<file path="config.mk">
export PLATFORM = sky130hd
export DESIGN_NAME = sfr_fault_mgr
export DESIGN_NICKNAME = d
export VERILOG_FILES = /design/src/logic/sfr_pkg.sv /design/src/logic/sfr_fault_mgr.sv
export VERILOG_INCLUDE_DIRS = /design/src /design/src/logic
export SDC_FILE = /design/constraint.sdc
export NUM_CORES = 1
export LEC_CHECK = 0
export BUFFER_PORTS_ARGS = -buffer_cell sky130_fd_sc_hd__buf_2
export CORE_UTILIZATION = 26
export DETAILED_ROUTE_END_ITERATION = 7
export PLACE_DENSITY = 0.47
export SYNTH_ARGS = -nofsm -noshare
export SYNTH_HDL_FRONTEND = slang
export SYNTH_SLANG_ARGS = --single-unit
</file>
<file path="constraint.sdc">
create_clock -name I_CLK_SYS -period 14.1 [get_ports I_CLK_SYS]
set_input_delay 0.705 -clock I_CLK_SYS [delete_from_list [all_inputs] [get_ports I_CLK_SYS]]
set_output_delay 0.705 -clock I_CLK_SYS [all_outputs]
set_load 0.02 [all_outputs]
</file>
<file path="src/logic/sfr_cfg.svh">
// constants for the sensor fault response manager
// assumes a 100 MHz system clock
`ifndef SFR_CFG_SVH
`define SFR_CFG_SVH
// register byte offsets
`define SFR_OFF_FLAGS    12'h000
`define SFR_OFF_CFG      12'h004
`define SFR_OFF_MEMCTL   12'h008
`define SFR_OFF_MEMRESP  12'h00c
`define SFR_OFF_STATUS   12'h010
// configuration field positions
`define SFR_CFG_OVD_OFF  0
`define SFR_CFG_REF_OFF  1
`define SFR_CFG_TMP_OFF  2
`define SFR_CFG_OOR_OFF  3
`define SFR_CFG_DMODE    4
`define SFR_CFG_PORDM    5
`define SFR_CFG_SENT     6
`define SFR_CFG_SPM_LO   8
`define SFR_CFG_LOCK_LO  12
// reset values
`define SFR_CFG_RESET    32'h0000_0200
// memory response layout
`define SFR_MEM_DATA_W   26
`define SFR_MEM_SEC_BIT  28
`define SFR_MEM_DED_BIT  29
// lock codes that allow overvoltage reporting
`define SFR_LOCK_A       4'h6
`define SFR_LOCK_B       4'hc
// duty codes in tenths of a percent
`define SFR_DUTY_OV      10'h194
`define SFR_DUTY_UV      10'h074
`define SFR_DUTY_SPM     10'h134
`define SFR_DUTY_OT      10'h1f4
`define SFR_DUTY_LT      10'h254
`define SFR_DUTY_OORL    10'h2b4
`define SFR_DUTY_OORH    10'h314
// timing
`define SFR_CLK_NS       10
`define SFR_UV_HOLD_MS   8
`define SFR_UV_HOLD_CYC  (`SFR_UV_HOLD_MS * 1000000 / `SFR_CLK_NS)
`define SFR_PO_US        2000
`define SFR_PO_CYC       (`SFR_PO_US * 1000 / `SFR_CLK_NS)
`endif

</file>
<file path="src/logic/sfr_pkg.sv">
// types for the sensor fault response manager
// assumes sfr_cfg.svh supplies the numbers
package sfr_pkg;
    typedef enum logic [1:0] {
        SFR_OUT_NORMAL = 2'b00,
        SFR_OUT_DIAG   = 2'b01,
        SFR_OUT_HIZ    = 2'b10
    } sfr_omode_t;
    typedef struct packed {
        logic uv;
        logic por;
        logic ov;
        logic hv;
        logic ot;
        logic lt;
        logic spm;
        logic oorl;
        logic oorh;
        logic sec;
        logic ded;
    } sfr_faults_t;
endpackage

</file>
<file path="src/logic/sfr_fault_mgr.sv">
// sensor fault response manager: faults to output mode and flags
// assumes fault inputs synchronous to I_CLK_SYS, AXI4-Lite master
//
// Contract
// undervoltage forces configured diagnostic output state
// supply recovery clears undervoltage, output normal
// below reset level output high impedance
// withhold normal data until power-on delay
// post-reset mode zero: output active immediately
// post-reset mode one: hold undervoltage 8 ms
// overvoltage with hysteresis forces configured state
// overvoltage detection only when memory locked
// high supply unlocked: programming mode, high impedance
// high-voltage threshold always forces high impedance
// temperature outside -55..160 C flagged
// single-bit memory errors corrected transparently
// double-bit error: high impedance, flag bit 0
// memory response data 0..25, zeros above
// response bit 28 corrected, bit 29 double
// overvoltage: enabled, lock 6/12, 40.4%, bit 4
// undervoltage: reference enabled, 11.6%, bit 3
// path monitor cfg 0..2: 30.8%, bit 2
// thermal: hot 50%, cold 59.6%, bit 5
// range: low 69.2% bit 6, high 78.8% bit 7
// SENT status bit0 monitor, bit1 others
// each diagnostic enabled; response diag or hiz
// sample faults, update on next edge; overvoltage code and double-error response update one edge later
`timescale 1ns/100ps
`include "sfr_cfg.svh"
module sfr_fault_mgr #(
    parameter int UV_HOLD_CYC = `SFR_UV_HOLD_CYC,
    parameter int PO_CYC      = `SFR_PO_CYC
) (
    // clock and reset
    input  wire logic                 I_CLK_SYS,
    input  wire logic                 I_RST,
    // fault indications from analog monitors and memory
    input  wire sfr_pkg::sfr_faults_t I_FAULTS,
    input  wire logic [25:0]          I_MEM_DATA,
    input  wire logic                 I_MEM_VALID,
    // output behaviour
    output logic [1:0]                O_OUT_MODE,
    output logic [9:0]                O_DUTY_CODE,
    output logic [3:0]                O_SENT_STATUS_NIBBLE,
    output logic                      O_PROG_MODE,
    output logic                      O_MEM_RD_REQ,
    // AXI4-Lite slave
    input  wire logic [11:0]          S_AXI_AWADDR,
    input  wire logic                 S_AXI_AWVALID,
    output logic                      S_AXI_AWREADY,
    input  wire logic [31:0]          S_AXI_WDATA,
    input  wire logic [3:0]           S_AXI_WSTRB,
    input  wire logic                 S_AXI_WVALID,
    output logic                      S_AXI_WREADY,
    output logic [1:0]                S_AXI_BRESP,
    output logic                      S_AXI_BVALID,
    input  wire logic                 S_AXI_BREADY,
    input  wire logic [11:0]          S_AXI_ARADDR,
    input  wire logic                 S_AXI_ARVALID,
    output logic                      S_AXI_ARREADY,
    output logic [31:0]               S_AXI_RDATA,
    output logic [1:0]                S_AXI_RRESP,
    output logic                      S_AXI_RVALID,
    input  wire logic                 S_AXI_RREADY
);
    sfr_pkg::sfr_faults_t f_q;
    logic [31:0]          cfg_q;
    logic [31:0]          mem_resp_q;
    logic [7:0]           flags_q;
    logic                 uv_hold_q;
    logic                 ov_q;
    logic                 ded_q;
    logic [22:0]          hold_cnt_q;
    logic [22:0]          po_cnt_q;
    logic                 po_done_q;
    logic [11:0]          awaddr_q;
    logic [31:0]          wdata_q;
    logic [3:0]           wstrb_q;
    logic                 aw_have_q;
    logic                 w_have_q;
    logic                 mem_pend_q;
    sfr_pkg::sfr_omode_t  mode_d;
    logic [9:0]           duty_d;
    logic [3:0]           nib_d;
    logic [7:0]           flags_d;
    logic                 ov_en;
    logic                 uv_en;
    logic                 spm_en;
    logic                 tmp_en;
    logic                 oor_en;
    logic                 uv_eff;
    logic                 locked;
    logic [3:0]           lock_code;
    logic [3:0]           spm_cfg;
    logic                 prog_cond;

    // only the full lock code blocks programming entry; code 6 still reports
    assign prog_cond = f_q.ov && (lock_code != `SFR_LOCK_B);
    assign lock_code = cfg_q[`SFR_CFG_LOCK_LO +: 4];
    assign spm_cfg   = cfg_q[`SFR_CFG_SPM_LO +: 4];
    assign locked    = (lock_code == `SFR_LOCK_A) ||
                       (lock_code == `SFR_LOCK_B);
    // per-diagnostic enables from the configuration word
    assign ov_en  = locked && !cfg_q[`SFR_CFG_OVD_OFF];
    assign uv_en  = !cfg_q[`SFR_CFG_REF_OFF];
    assign spm_en = (spm_cfg <= 4'h2);
    assign tmp_en = !cfg_q[`SFR_CFG_TMP_OFF];
    assign oor_en = !cfg_q[`SFR_CFG_OOR_OFF];

    // fault sampling: one register stage, decisions act a cycle later
    always_ff @(posedge I_CLK_SYS or posedge I_RST) begin
        if (I_RST) begin
            f_q <= '0;
        end else begin
            f_q <= I_FAULTS;
        end
    end

    // overvoltage latch; analog comparator supplies hysteresis
    always_ff @(posedge I_CLK_SYS or posedge I_RST) begin
        if (I_RST) begin
            ov_q <= 1'b0;
        end else begin
            ov_q <= f_q.ov;
        end
    end

    // double-bit error is sticky until reset: config can't be trusted
    always_ff @(posedge I_CLK_SYS or posedge I_RST) begin
        if (I_RST) begin
            ded_q <= 1'b0;
        end else if (f_q.ded) begin
            ded_q <= 1'b1;
        end
    end

    // undervoltage stretch after recovery when post-reset mode is one
    always_ff @(posedge I_CLK_SYS or posedge I_RST) begin
        if (I_RST) begin
            uv_hold_q  <= 1'b0;
            hold_cnt_q <= '0;
        end else if (f_q.uv) begin
            uv_hold_q  <= cfg_q[`SFR_CFG_PORDM];
            hold_cnt_q <= 23'(UV_HOLD_CYC - 1);
        end else if (uv_hold_q) begin
            if (hold_cnt_q == '0) begin
                uv_hold_q <= 1'b0;
            end else begin
                hold_cnt_q <= hold_cnt_q - 23'h1;
            end
        end
    end
    // mode zero: error follows the monitor directly
    assign uv_eff = f_q.uv || uv_hold_q;

    // power-on delay restarts on every reset event
    always_ff @(posedge I_CLK_SYS or posedge I_RST) begin
        if (I_RST) begin
            po_cnt_q  <= '0;
            po_done_q <= 1'b0;
        end else if (f_q.por) begin
            po_cnt_q  <= '0;
            po_done_q <= 1'b0;
        end else if (!po_done_q) begin
            if (po_cnt_q == 23'(PO_CYC - 1)) begin
                po_done_q <= 1'b1;
            end else begin
                po_cnt_q <= po_cnt_q + 23'h1;
            end
        end
    end

    // priority: hiz causes except the power-on delay, then diagnostic codes in table order
    always_comb begin
        mode_d  = sfr_pkg::SFR_OUT_NORMAL;
        duty_d  = 10'h000;
        nib_d   = 4'h0;
        flags_d = 8'h00;
        if (ov_en && ov_q) begin
            flags_d[4] = 1'b1;
            duty_d     = `SFR_DUTY_OV;
        end else if (uv_en && uv_eff) begin
            flags_d[3] = 1'b1;
            duty_d     = `SFR_DUTY_UV;
        end else if (spm_en && f_q.spm) begin
            flags_d[2] = 1'b1;
            duty_d     = `SFR_DUTY_SPM;
        end else if (tmp_en && (f_q.ot || f_q.lt)) begin
            flags_d[5] = 1'b1;
            duty_d     = f_q.ot ? `SFR_DUTY_OT : `SFR_DUTY_LT;
        end else if (oor_en && f_q.oorl) begin
            flags_d[6] = 1'b1;
            duty_d     = `SFR_DUTY_OORL;
        end else if (oor_en && f_q.oorh) begin
            flags_d[7] = 1'b1;
            duty_d     = `SFR_DUTY_OORH;
        end
        nib_d[0] = flags_d[2];
        nib_d[1] = |{flags_d[7:5], flags_d[4:3]};
        if (flags_d != 8'h00) begin
            // response may be the code or a released line
            mode_d = cfg_q[`SFR_CFG_DMODE] ? sfr_pkg::SFR_OUT_HIZ
                                           : sfr_pkg::SFR_OUT_DIAG;
        end else if (!po_done_q) begin
            mode_d = sfr_pkg::SFR_OUT_HIZ;
        end
        if (ded_q) begin
            flags_d[0] = 1'b1;
            mode_d     = sfr_pkg::SFR_OUT_HIZ;
        end
        if (prog_cond) begin
            mode_d = sfr_pkg::SFR_OUT_HIZ;
        end
        if (f_q.por || f_q.hv) begin
            mode_d = sfr_pkg::SFR_OUT_HIZ;
        end
    end

    // outputs registered one edge after sampling
    always_ff @(posedge I_CLK_SYS or posedge I_RST) begin
        if (I_RST) begin
            O_OUT_MODE           <= sfr_pkg::SFR_OUT_HIZ;
            O_DUTY_CODE          <= 10'h000;
            O_SENT_STATUS_NIBBLE <= 4'h0;
            O_PROG_MODE          <= 1'b0;
            flags_q              <= 8'h00;
        end else begin
            O_OUT_MODE           <= mode_d;
            O_DUTY_CODE          <= duty_d;
            O_SENT_STATUS_NIBBLE <= nib_d;
            O_PROG_MODE          <= prog_cond;
            flags_q              <= flags_d;
        end
    end

    // memory read response; ECC corrects single errors upstream
    always_ff @(posedge I_CLK_SYS or posedge I_RST) begin
        if (I_RST) begin
            mem_resp_q <= 32'h0000_0000;
            mem_pend_q <= 1'b0;
        end else begin
            if (I_MEM_VALID) begin
                mem_resp_q <= {2'b00, I_FAULTS.ded, I_FAULTS.sec,
                               2'b00, I_MEM_DATA};
            end
            // a new request in the same cycle as a return stays pending
            if (O_MEM_RD_REQ) begin
                mem_pend_q <= 1'b1;
            end else if (I_MEM_VALID) begin
                mem_pend_q <= 1'b0;
            end
        end
    end

    // AXI write: address and data accepted in either order
    always_ff @(posedge I_CLK_SYS or posedge I_RST) begin
        if (I_RST) begin
            aw_have_q     <= 1'b0;
            w_have_q      <= 1'b0;
            awaddr_q      <= 12'h000;
            wdata_q       <= 32'h0000_0000;
            wstrb_q       <= 4'h0;
            S_AXI_AWREADY <= 1'b0;
            S_AXI_WREADY  <= 1'b0;
            S_AXI_BVALID  <= 1'b0;
            S_AXI_BRESP   <= 2'b00;
            cfg_q         <= `SFR_CFG_RESET;
            O_MEM_RD_REQ  <= 1'b0;
        end else begin
            S_AXI_AWREADY <= !aw_have_q && !S_AXI_AWREADY &&
                             !S_AXI_BVALID;
            S_AXI_WREADY  <= !w_have_q && !S_AXI_WREADY &&
                             !S_AXI_BVALID;
            O_MEM_RD_REQ  <= 1'b0;
            if (S_AXI_AWVALID && S_AXI_AWREADY) begin
                aw_have_q <= 1'b1;
                awaddr_q  <= S_AXI_AWADDR;
            end
            if (S_AXI_WVALID && S_AXI_WREADY) begin
                w_have_q <= 1'b1;
                wdata_q  <= S_AXI_WDATA;
                wstrb_q  <= S_AXI_WSTRB;
            end
            if (aw_have_q && w_have_q && !S_AXI_BVALID) begin
                aw_have_q    <= 1'b0;
                w_have_q     <= 1'b0;
                S_AXI_BVALID <= 1'b1;
                S_AXI_BRESP  <= 2'b00;
                if (awaddr_q[11:2] == `SFR_OFF_CFG >> 2) begin
                    for (int b = 0; b < 4; b++) begin
                        if (wstrb_q[b]) begin
                            cfg_q[8*b +: 8] <= wdata_q[8*b +: 8];
                        end
                    end
                end else if (awaddr_q[11:2] == `SFR_OFF_MEMCTL >> 2) begin
                    O_MEM_RD_REQ <= wdata_q[0] && wstrb_q[0];
                end else if (awaddr_q[11:2] != `SFR_OFF_FLAGS >> 2 &&
                             awaddr_q[11:2] != `SFR_OFF_MEMRESP >> 2 &&
                             awaddr_q[11:2] != `SFR_OFF_STATUS >> 2) begin
                    S_AXI_BRESP <= 2'b10;
                end
            end else if (S_AXI_BVALID && S_AXI_BREADY) begin
                S_AXI_BVALID <= 1'b0;
            end
        end
    end

    // AXI read: one outstanding, unmapped answers SLVERR with zero
    always_ff @(posedge I_CLK_SYS or posedge I_RST) begin
        if (I_RST) begin
            S_AXI_ARREADY <= 1'b0;
            S_AXI_RVALID  <= 1'b0;
            S_AXI_RDATA   <= 32'h0000_0000;
            S_AXI_RRESP   <= 2'b00;
        end else begin
            S_AXI_ARREADY <= !S_AXI_ARREADY && !S_AXI_RVALID;
            if (S_AXI_ARVALID && S_AXI_ARREADY) begin
                S_AXI_RVALID <= 1'b1;
                S_AXI_RRESP  <= 2'b00;
                unique case (S_AXI_ARADDR)
                    `SFR_OFF_FLAGS:   S_AXI_RDATA <= {24'h0, flags_q};
                    `SFR_OFF_CFG:     S_AXI_RDATA <= cfg_q;
                    `SFR_OFF_MEMCTL:  S_AXI_RDATA <= {31'h0, mem_pend_q};
                    `SFR_OFF_MEMRESP: S_AXI_RDATA <= mem_resp_q;
                    `SFR_OFF_STATUS:  S_AXI_RDATA <= {26'h0, ded_q,
                        uv_hold_q, po_done_q, O_PROG_MODE, O_OUT_MODE};
                    default: begin
                        S_AXI_RDATA <= 32'h0000_0000;
                        S_AXI_RRESP <= 2'b10;
                    end
                endcase
            end else if (S_AXI_RVALID && S_AXI_RREADY) begin
                S_AXI_RVALID <= 1'b0;
            end
        end
    end
endmodule

</file>
======== Word level (Yosys, flattened, before mapping) ========
Index checks and enable logic that the tools add are counted.
storage, ports and cells
  bits in registers ....................... 235
  output and inout port bits .............. 59
  word-level logic and storage cells ...... 172
operators by class
  add/sub/neg operators ................... 2
  $lt $le $gt $ge ......................... 1
  equal/unequal tests ..................... 15
  multiplexer cells ....................... 57
  reduce and logical (&&, ||, !) cells .... 56
operators with widths
  kind                                                                  count
  32-bit one-hot mux with 5 select lines                                1
  23-bit two-way mux                                                    6
  10-bit two-way mux                                                    7
  1-bit two-way mux                                                     28
  12-bit by 4-bit == test with 1-bit output, second input constant      2
  2-bit two-way mux                                                     12
  23-bit by 1-bit adder with 23-bit output, second input constant       1
  23-bit by 18-bit == test with 1-bit output, second input constant     1
  1-bit logical AND                                                     23
  23-bit logical NOT                                                    1
  23-bit by 1-bit subtractor with 23-bit output, second input constant  1
  12-bit by 3-bit == test with 1-bit output, second input constant      1
  12-bit by 5-bit == test with 1-bit output, second input constant      1
  12-bit logical NOT                                                    1
  3-bit AND reduction                                                   4
  2-bit nonzero test                                                    6
  1-bit logical NOT                                                     11
  10-bit by 1-bit == test with 1-bit output, second input constant      1
  10-bit by 2-bit == test with 1-bit output, second input constant      1
  10-bit by 2-bit != test with 1-bit output, second input constant      1
  10-bit by 3-bit != test with 1-bit output, second input constant      1
  10-bit nonzero test                                                   1
  5-bit OR reduction                                                    2
  3-bit two-way mux                                                     3
  8 further kinds                                                       14

======== Depth between registers and ports, before layout ========
Gate-level depths: netlist of run 1.
  depth in word-level cells ............... 13
  mapped depth ............................ 8
  depth with buffers taken out ............ 7

======== Worst setup path after synthesis of run 1 ========
No wires, ideal clock.
  path kind ............................... input to register
  from .................................... input port S_AXI_ARADDR[9]
  to ...................................... register S_AXI_RDATA[10]
  library setup time ...................... 0.064 ns
  arrival ................................. 2.200 ns
  data required time ...................... 14.036 ns
  slack ................................... 11.837 ns
  stages .................................. 6
  cells stage by stage .................... or4_1 -> nor3_2 -> nand2_1 -> nor3b_2 -> buf_2 -> a21o_1
between the ends
  cells in the longest elaborated chain, start to end .. 2
  elaborated cells on any way between the ends .. 6
  those cells by class .................... 4 x eq/ne; 1 x mux; 1 x reduce/logical
RTL lines
  item                                                                     RTL line              source
  start: declaration                                                       sfr_fault_mgr.sv:58   input wire logic [11:0] S_AXI_ARADDR,
  12-bit by 5-bit == test with 1-bit output, or another cell as far along  sfr_fault_mgr.sv:320  unique case (S_AXI_ARADDR)
  32-bit one-hot mux with 5 select lines *                                 sfr_fault_mgr.sv:320
  end signal: assignment                                                   sfr_fault_mgr.sv:321  `SFR_OFF_FLAGS: S_AXI_RDATA <= {24'h0, flags_q};
  end signal: assignment                                                   sfr_fault_mgr.sv:322  `SFR_OFF_CFG: S_AXI_RDATA <= cfg_q;
  end signal: assignment                                                   sfr_fault_mgr.sv:323  `SFR_OFF_MEMCTL: S_AXI_RDATA <= {31'h0, mem_pend_q};
  end: declaration                                                         sfr_fault_mgr.sv:61   output logic [31:0] S_AXI_RDATA,
Mark *: on every way between the ends. The rest lies on a longest branch, timed or not.
A chain may end at the register's enable or synchronous reset.

======== Worst setup path in the final report of run 1 ========
  from .................................... register hold_cnt_q[13]
  to ...................................... register hold_cnt_q[4]
between the ends
  cells in the longest elaborated chain, start to end .. 3
RTL lines
  item                           RTL line              source
  start: declaration             sfr_fault_mgr.sv:73   logic [22:0] hold_cnt_q;
  start signal: assignment       sfr_fault_mgr.sv:144  hold_cnt_q <= 23'(UV_HOLD_CYC - 1);
  start signal: assignment       sfr_fault_mgr.sv:149  hold_cnt_q <= hold_cnt_q - 23'h1;
  23-bit logical NOT             sfr_fault_mgr.sv:146  if (hold_cnt_q == '0) begin
  2-bit != test (no line)        --
  2-bit AND reduction (no line)  --
Every way passes these cells.

==> flow_metrics.env, run 1 <==
export IMPL_status="completed"
export IMPL_finalWorstSetupSlack_ns=11.48
export IMPL_power_leakage_nw=5.39
export IMPL_post_place_cells=1354
export IMPL_maxSlewViolCount=0
export IMPL_numCtsBuffers=27
export IMPL_yosys_warnings=0
export IMPL_design_area_um2=11700
export IMPL_dp_slack_ns=10.99
export IMPL_grt_pass1_vias=6819
export IMPL_vias=6450
export IMPL_setup_tns_final_ns=0
export IMPL_synth_main_ff_cell="dfrtp_1"
export IMPL_synth_cell_types=67
export IMPL_start_util_pct=26.3
export IMPL_cts_setup_buffers=0
export IMPL_antenna_found_initial=9
export IMPL_ys_seq_elements=226
export IMPL_cp_required_ns=14.52
export IMPL_drive_gt1_share_pct=35.4
export IMPL_critical_path_max_fanout=13
export IMPL_fin_nets=1022
export IMPL_cts_sinks=226
export IMPL_postSynthCellCount=763
export IMPL_die_area_um2=37800
export IMPL_endpoint_kind="flip-flop"
export IMPL_clk_pin_slew_ns=0.06
export IMPL_die_y_um=194
export IMPL_seq_area_frac_synth_pct=58.8
export IMPL_grt_max_degree=94
export IMPL_cts_tree="yes"
export IMPL_setup_violations=0
export IMPL_cts_resized=0
export IMPL_synth_area_um2=9620
export IMPL_root_buffer="clkbuf_16"
export IMPL_ir_drop_mv=0.112
export IMPL_avgViaCountPerCell=4.57
export IMPL_hold_viol_final=0
export IMPL_first_pass_iters=4
export IMPL_hp_class="in -> async"
export IMPL_grt_ovfl_total=0
export IMPL_cts_buffer_depth=3
export IMPL_wl_per_cell_um=17.0
export IMPL_syn_area_per_cell_um2=12.6
export IMPL_final_cell_mix="dfrtp_1, buf_2, mux2_2, nor2_1, nand2_1"
export IMPL_startpoint_type="flip-flop"
export IMPL_finalCritPeriodShare_pct=18.6
export IMPL_power_density_nw_per_um2=142
export IMPL_drv_cap=0
export IMPL_critical_path_class="reg -> reg"
export IMPL_drc=0
export IMPL_final_cell_count_no_fill=1410
export IMPL_synth_edf_count=0
export IMPL_fp_coreArea_um2=36500
export IMPL_clk_latency_ns=0.53
export IMPL_slew_headroom_pct=32.2
export IMPL_maxClockFrequency_mhz=381
export IMPL_rsz0062_at_grt="no"
export IMPL_skew_ns=0.0116
export IMPL_syn_to_final_growth_pct=21.7
export IMPL_gp_congestion=0.744
export IMPL_ios=164
export IMPL_drtIter0Drc=223
export IMPL_synthArstFlopShare_pct=100
export IMPL_num_rows=70
export IMPL_grt_usage_pct=12.9
export IMPL_wl_mm=23.9
export IMPL_final_common_cell="dfrtp_1"
export IMPL_die_w_um=194
export IMPL_portBuffers=154
export IMPL_place_area_um2=10800
export IMPL_cp_arrival_ns=3.04
export IMPL_worst_pin_slew_ns=1.01
export IMPL_cts_hold_buf=0
export IMPL_min_period_ns=2.62
export IMPL_hold_ws_ns=0.274
export IMPL_drtAntennaViolNets=0
export IMPL_hpwl_mm=16.5
export IMPL_grt_pass1_wl_mm=38.7
export IMPL_htree_levels=1
-- flip-flops by register name, summed over array words and instances, names as in the netlist, 2 cells and up --
| signal | flops |
|---|---|
| S_AXI_RDATA | 32 |
| cfg_q | 32 |
| wdata_q | 32 |
| mem_resp_q | 28 |
| hold_cnt_q | 23 |
| po_cnt_q | 23 |
| awaddr_q | 10 |
| f_q | 10 |
| flags_q | 7 |
| O_DUTY_CODE | 6 |
| wstrb_q | 4 |
| O_OUT_MODE | 2 |
-- area by class of cell --
class	count	area, um2
Sequential cell	226	5660
Clock buffer	40	774
Fill cell	3696	24800
Tap cell	468	586
Timing Repair Buffer	158	801
Inverter	16	67.6
Multi-Input combinational cell	486	3720
Antenna cell	6	15.0
Clock inverter	10	82.6
-- cells in the mapped netlist (6+ instances only) --
cell      instances  share of area (%)
nand2_1          40                1.6
mux2i_1          10                1.0
nand4_1           7               0.46
xnor2_1          17                1.5
inv_1            16               0.62
dfrtp_1         224                 58
buf_4            11               0.86
nor3_1           13               0.68
nor4_1           11               0.72
a21o_1           22                1.7
nor2b_1          13               0.85
o21ai_0          21                1.1
a22o_1           26                2.4
mux2_2          107                 13
o31ai_1           7               0.55
a31oi_1           8               0.52
a21oi_1          19               0.99
or4_1            12               0.94
o21ai_1           6               0.31
nand3_1          14               0.73
nor2_1           44                1.7
clkbuf_1         22               0.86
-- critical path, cell delays in order (launching register included) --
cell      delay, ns
dfrtp_1        0.42
or4_4          0.58
nor4b_4        0.64
a21boi_1       0.43
a221o_1        0.44
-- per-stage QoR --
step / power (mW) / utilization, %
floorplan: 0.944 / -
global route: 1.75 / 32.0
finish: 1.66 / 32.0
detailed placement: 1.01 / 29.7
CTS: 1.69 / 32.0
global placement: 1.01 / 29.7
-- cell families (layout without fill, tap and decap cells) --
group | Yosys count | after routing | synth area share (%)
simple gates | 198 | 198 | 12.0
compound gates | 138 | 138 | 10.2
other cells | 1 | 13 | 0.0390
mux | 121 | 121 | 14.1
xor+xnor | 20 | 20 | 1.82
fa+ha+maj | 2 | 2 | 0.260
buf+inv | 57 | 224 | 2.80
flops | 226 | 226 | 58.8
-- path summary, 6_finish.rpt --
path	startpoint	end	slack (ns)	cells after the start
worst max-delay path	hold_cnt_q[13]	hold_cnt_q[4]	11.48	4
worst min-delay path	I_RST	O_DUTY_CODE[9]	0.27	2
worst max register to register	hold_cnt_q[13]	hold_cnt_q[4]	11.48	4
worst min register to register	f_q[8]	ov_q	0.38	0
max in group asynchronous	I_RST	mem_resp_q[21]	12.40	3
min in group I_CLK_SYS	I_FAULTS[2]	f_q[2]	0.28	1
-- where the power goes --
part / total [mW] / switching (mW) / internal (mW)
combinational: 0.199 / 0.0959 / 0.103
clock: 0.669 / 0.271 / 0.398
sequential: 0.796 / 0.0537 / 0.742
total: 1.66 / 0.421 / 1.24
-- routing by layer --
metal | track usage, % | vias up | wire, um
met5 | 0 | - | 59
met4 | 3.64 | 8 | 614
met3 | 4.39 | 43 | 1800
met2 | 20.1 | 135 | 10500
met1 | 16.9 | 3199 | 11000
li1 | - | 3065 | -
(Power assumes the default switching activity.)
==> run 2, diff against run 1 <==
Settings changed: PLACE_DENSITY 0.47 to 0.49.
Clock period 14.1 ns to 2.4 ns, I/O delays scaled along.
==> run 2 against run 1 <==
Sequential cell count did not move. Worst setup slack got worse by 11 ns. Sequential share of layout area decreased by 4.4 points. Sequential power grew to 5.9 times the previous value. Critical path type unchanged. Highest routed layer is now met4.
==> flow_metrics.env, run 2 (synthesized netlist as in run 1, its figures left out) <==
export IMPL_dr_wl_met2_mm=11.5
export IMPL_p_seq_share_pct=46.0
export IMPL_cp_required_ns=2.81
export IMPL_hp_class="in -> reg"
export IMPL_vias=6872
export IMPL_grt_usage_pct=13.2
export IMPL_gp_congestion=0.764
export IMPL_cts_buffer_depth=3
export IMPL_critical_path_max_fanout=7
export IMPL_die_w_um=194
export IMPL_min_to="S_AXI_RDATA[2]"
export IMPL_drtAntennaViolNets=0
export IMPL_hold_viol_final=0
export IMPL_grt_ovfl_total=0
export IMPL_rrSetupSlack_ns=0.19
export IMPL_whs_path_depth=4
export IMPL_cts_setup_buffers=0
export IMPL_antenna_found_initial=0
export IMPL_reg2reg_to="hold_cnt_q[9]"
export IMPL_ios=164
export IMPL_num_rows=70
export IMPL_status="completed"
export IMPL_clock_power_share_pct=40.8
export IMPL_min_period_ns=2.21
export IMPL_cp_arrival_ns=2.62
export IMPL_power_switching_mw=2.51
export IMPL_rsz0062_at_grt="no"
export IMPL_htree_levels=1
export IMPL_grt_max_degree=68
export IMPL_reg_top3="S_AXI_RDATA: 32 flops, cfg_q: 32 flops, wdata_q: 32 flops"
export IMPL_antenna_cells=0
export IMPL_wl_mm=24.5
export IMPL_syn_to_final_growth_pct=34.0
export IMPL_sw_frac_of_total_pct=24.8
export IMPL_dr_wl_met3_mm=1.33
export IMPL_numCtsBuffers=26
export IMPL_maxSlewViolCount=0
export IMPL_first_pass_iters=4
export IMPL_wl_per_cell_um=16.2
export IMPL_clk_latency_ns=0.55
export IMPL_power_density_nw_per_um2=786
export IMPL_worst_pin_slew_ns=0.866
export IMPL_avgViaCountPerCell=4.53
export IMPL_grt_pass1_vias=7198
export IMPL_slew_headroom_pct=42.3
export IMPL_p_int_mw=7.62
export IMPL_r2r_cells=7
export IMPL_startpoint_type="flip-flop"
export IMPL_power_leakage_nw=5.93
export IMPL_endpoint_kind="flip-flop"
export IMPL_root_buffer="clkbuf_16"
export IMPL_drtIter0Drc=246
export IMPL_fin_nets=1135
export IMPL_clk_pin_slew_ns=0.06
export IMPL_fin_util_pct=35.3
export IMPL_die_y_um=194
export IMPL_met1Wirelength_mm=11.2
export IMPL_critical_path_class="reg -> reg"
export IMPL_skew_ns=0.0187
export IMPL_reg2reg_from="hold_cnt_q[0]"
export IMPL_cts_tree="yes"
export IMPL_holdCritStartpoint="S_AXI_ARADDR[6]"
export IMPL_finalPower_mw=10.1
export IMPL_drive_gt1_share_pct=34.3
export IMPL_cts_sinks=226
export IMPL_drv_cap=0
export IMPL_crit_start="hold_cnt_q[0]"
export IMPL_die_area_um2=37800
export IMPL_maxClockFrequency_mhz=453
export IMPL_p_comb_share_pct=13.2
export IMPL_hpwl_mm=16.8
export IMPL_portBuffers=154
export IMPL_setup_violations=0
export IMPL_ir_drop_mv=0.590
export IMPL_top_layer="met4"
export IMPL_fp_coreArea_um2=36500
export IMPL_final_cell_mix="dfrtp_1, buf_2, mux2_2, dlygate4sd3_1, nor2_1"
export IMPL_start_util_pct=26.3
export IMPL_drc=0
export IMPL_finalCritPeriodShare_pct=92.0
export IMPL_final_common_cell="dfrtp_1"
export IMPL_grt_pass1_wl_mm=39.9
==> run 2: power by group through the flow <==
| stage | Combinational, mW | Clock (mW) | Sequential [mW] |
|---|---|---|---|
| 5_1_grt | 1.47 | 4.41 | 4.74 |
| 6_report | 1.33 | 4.14 | 4.66 |
| 4_1_cts | 1.36 | 4.30 | 4.67 |
| 3_3_place_gp | 1.22 | 0 | 4.72 |
| 2_1_floorplan | 0.840 | 0 | 4.70 |
| 3_5_place_dp | 1.25 | 0 | 4.73 |
==> run 2: critical path: stages (launching register included) <==
cell     delay [ns]
dfrtp_1        0.42
inv_1          0.07
ha_1           0.20
nor4b_2        0.38
nor4b_4        0.33
a21oi_2        0.16
and3_1         0.22
mux2_1         0.30
==> run 2: per-stage QoR <==
| step | worst slack, ns | TNS, ns | cell area [um2] | instances | hold slack [ns] |
|---|---|---|---|---|---|
| floorplan | -0.670 | -150.16 | 9640 | 769 | 0.151 |
| global placement | 0.215 | 0 | 11100 | 1379 | 0.221 |
| detailed placement | 0.199 | 0 | 11100 | 1379 | 0.220 |
| CTS | 0.178 | 0 | 12900 | 1516 | 0.0256 |
| global route | 0.0105 | 0 | 12900 | 1516 | 0.0895 |
| finish | 0.192 | 0 | 12900 | 1516 | 0.0292 |
==> run 2: how the worst max path moves through the flow <==
stage | end | cells past startpoint
after floorplan | O_DUTY_CODE[4] | 1
after global placement | hold_cnt_q[9] | 5
after detailed placement | hold_cnt_q[9] | 5
after CTS | hold_cnt_q[9] | 7
after global routing | hold_cnt_q[9] | 7
final | hold_cnt_q[9] | 7
==> run 2: repair_timing <==
item | in CTS | in global routing
endpoints found under the setup margin | 0 | 1
endpoints found under the hold margin | 104 | 0
hold buffers | 89 | 0
resized for setup | 0 | 1
==> run 2: cell type report <==
type | instances | area (um2)
Fill cell | 3675 | 23600
Sequential cell | 226 | 5660
Multi-Input combinational cell | 486 | 3720
Timing Repair Buffer | 272 | 1940
Clock buffer | 40 | 813
Tap cell | 468 | 586
Clock inverter | 8 | 104
Inverter | 16 | 63.8
==> run 2: layer usage <==
layer | vias to the layer above | GRT usage, %
met2 | 132 | 21.6
met4 | 0 | 3.62
met3 | 29 | 3.11
li1 | 3302 | -
met1 | 3409 | 17.4
met5 | - | 0
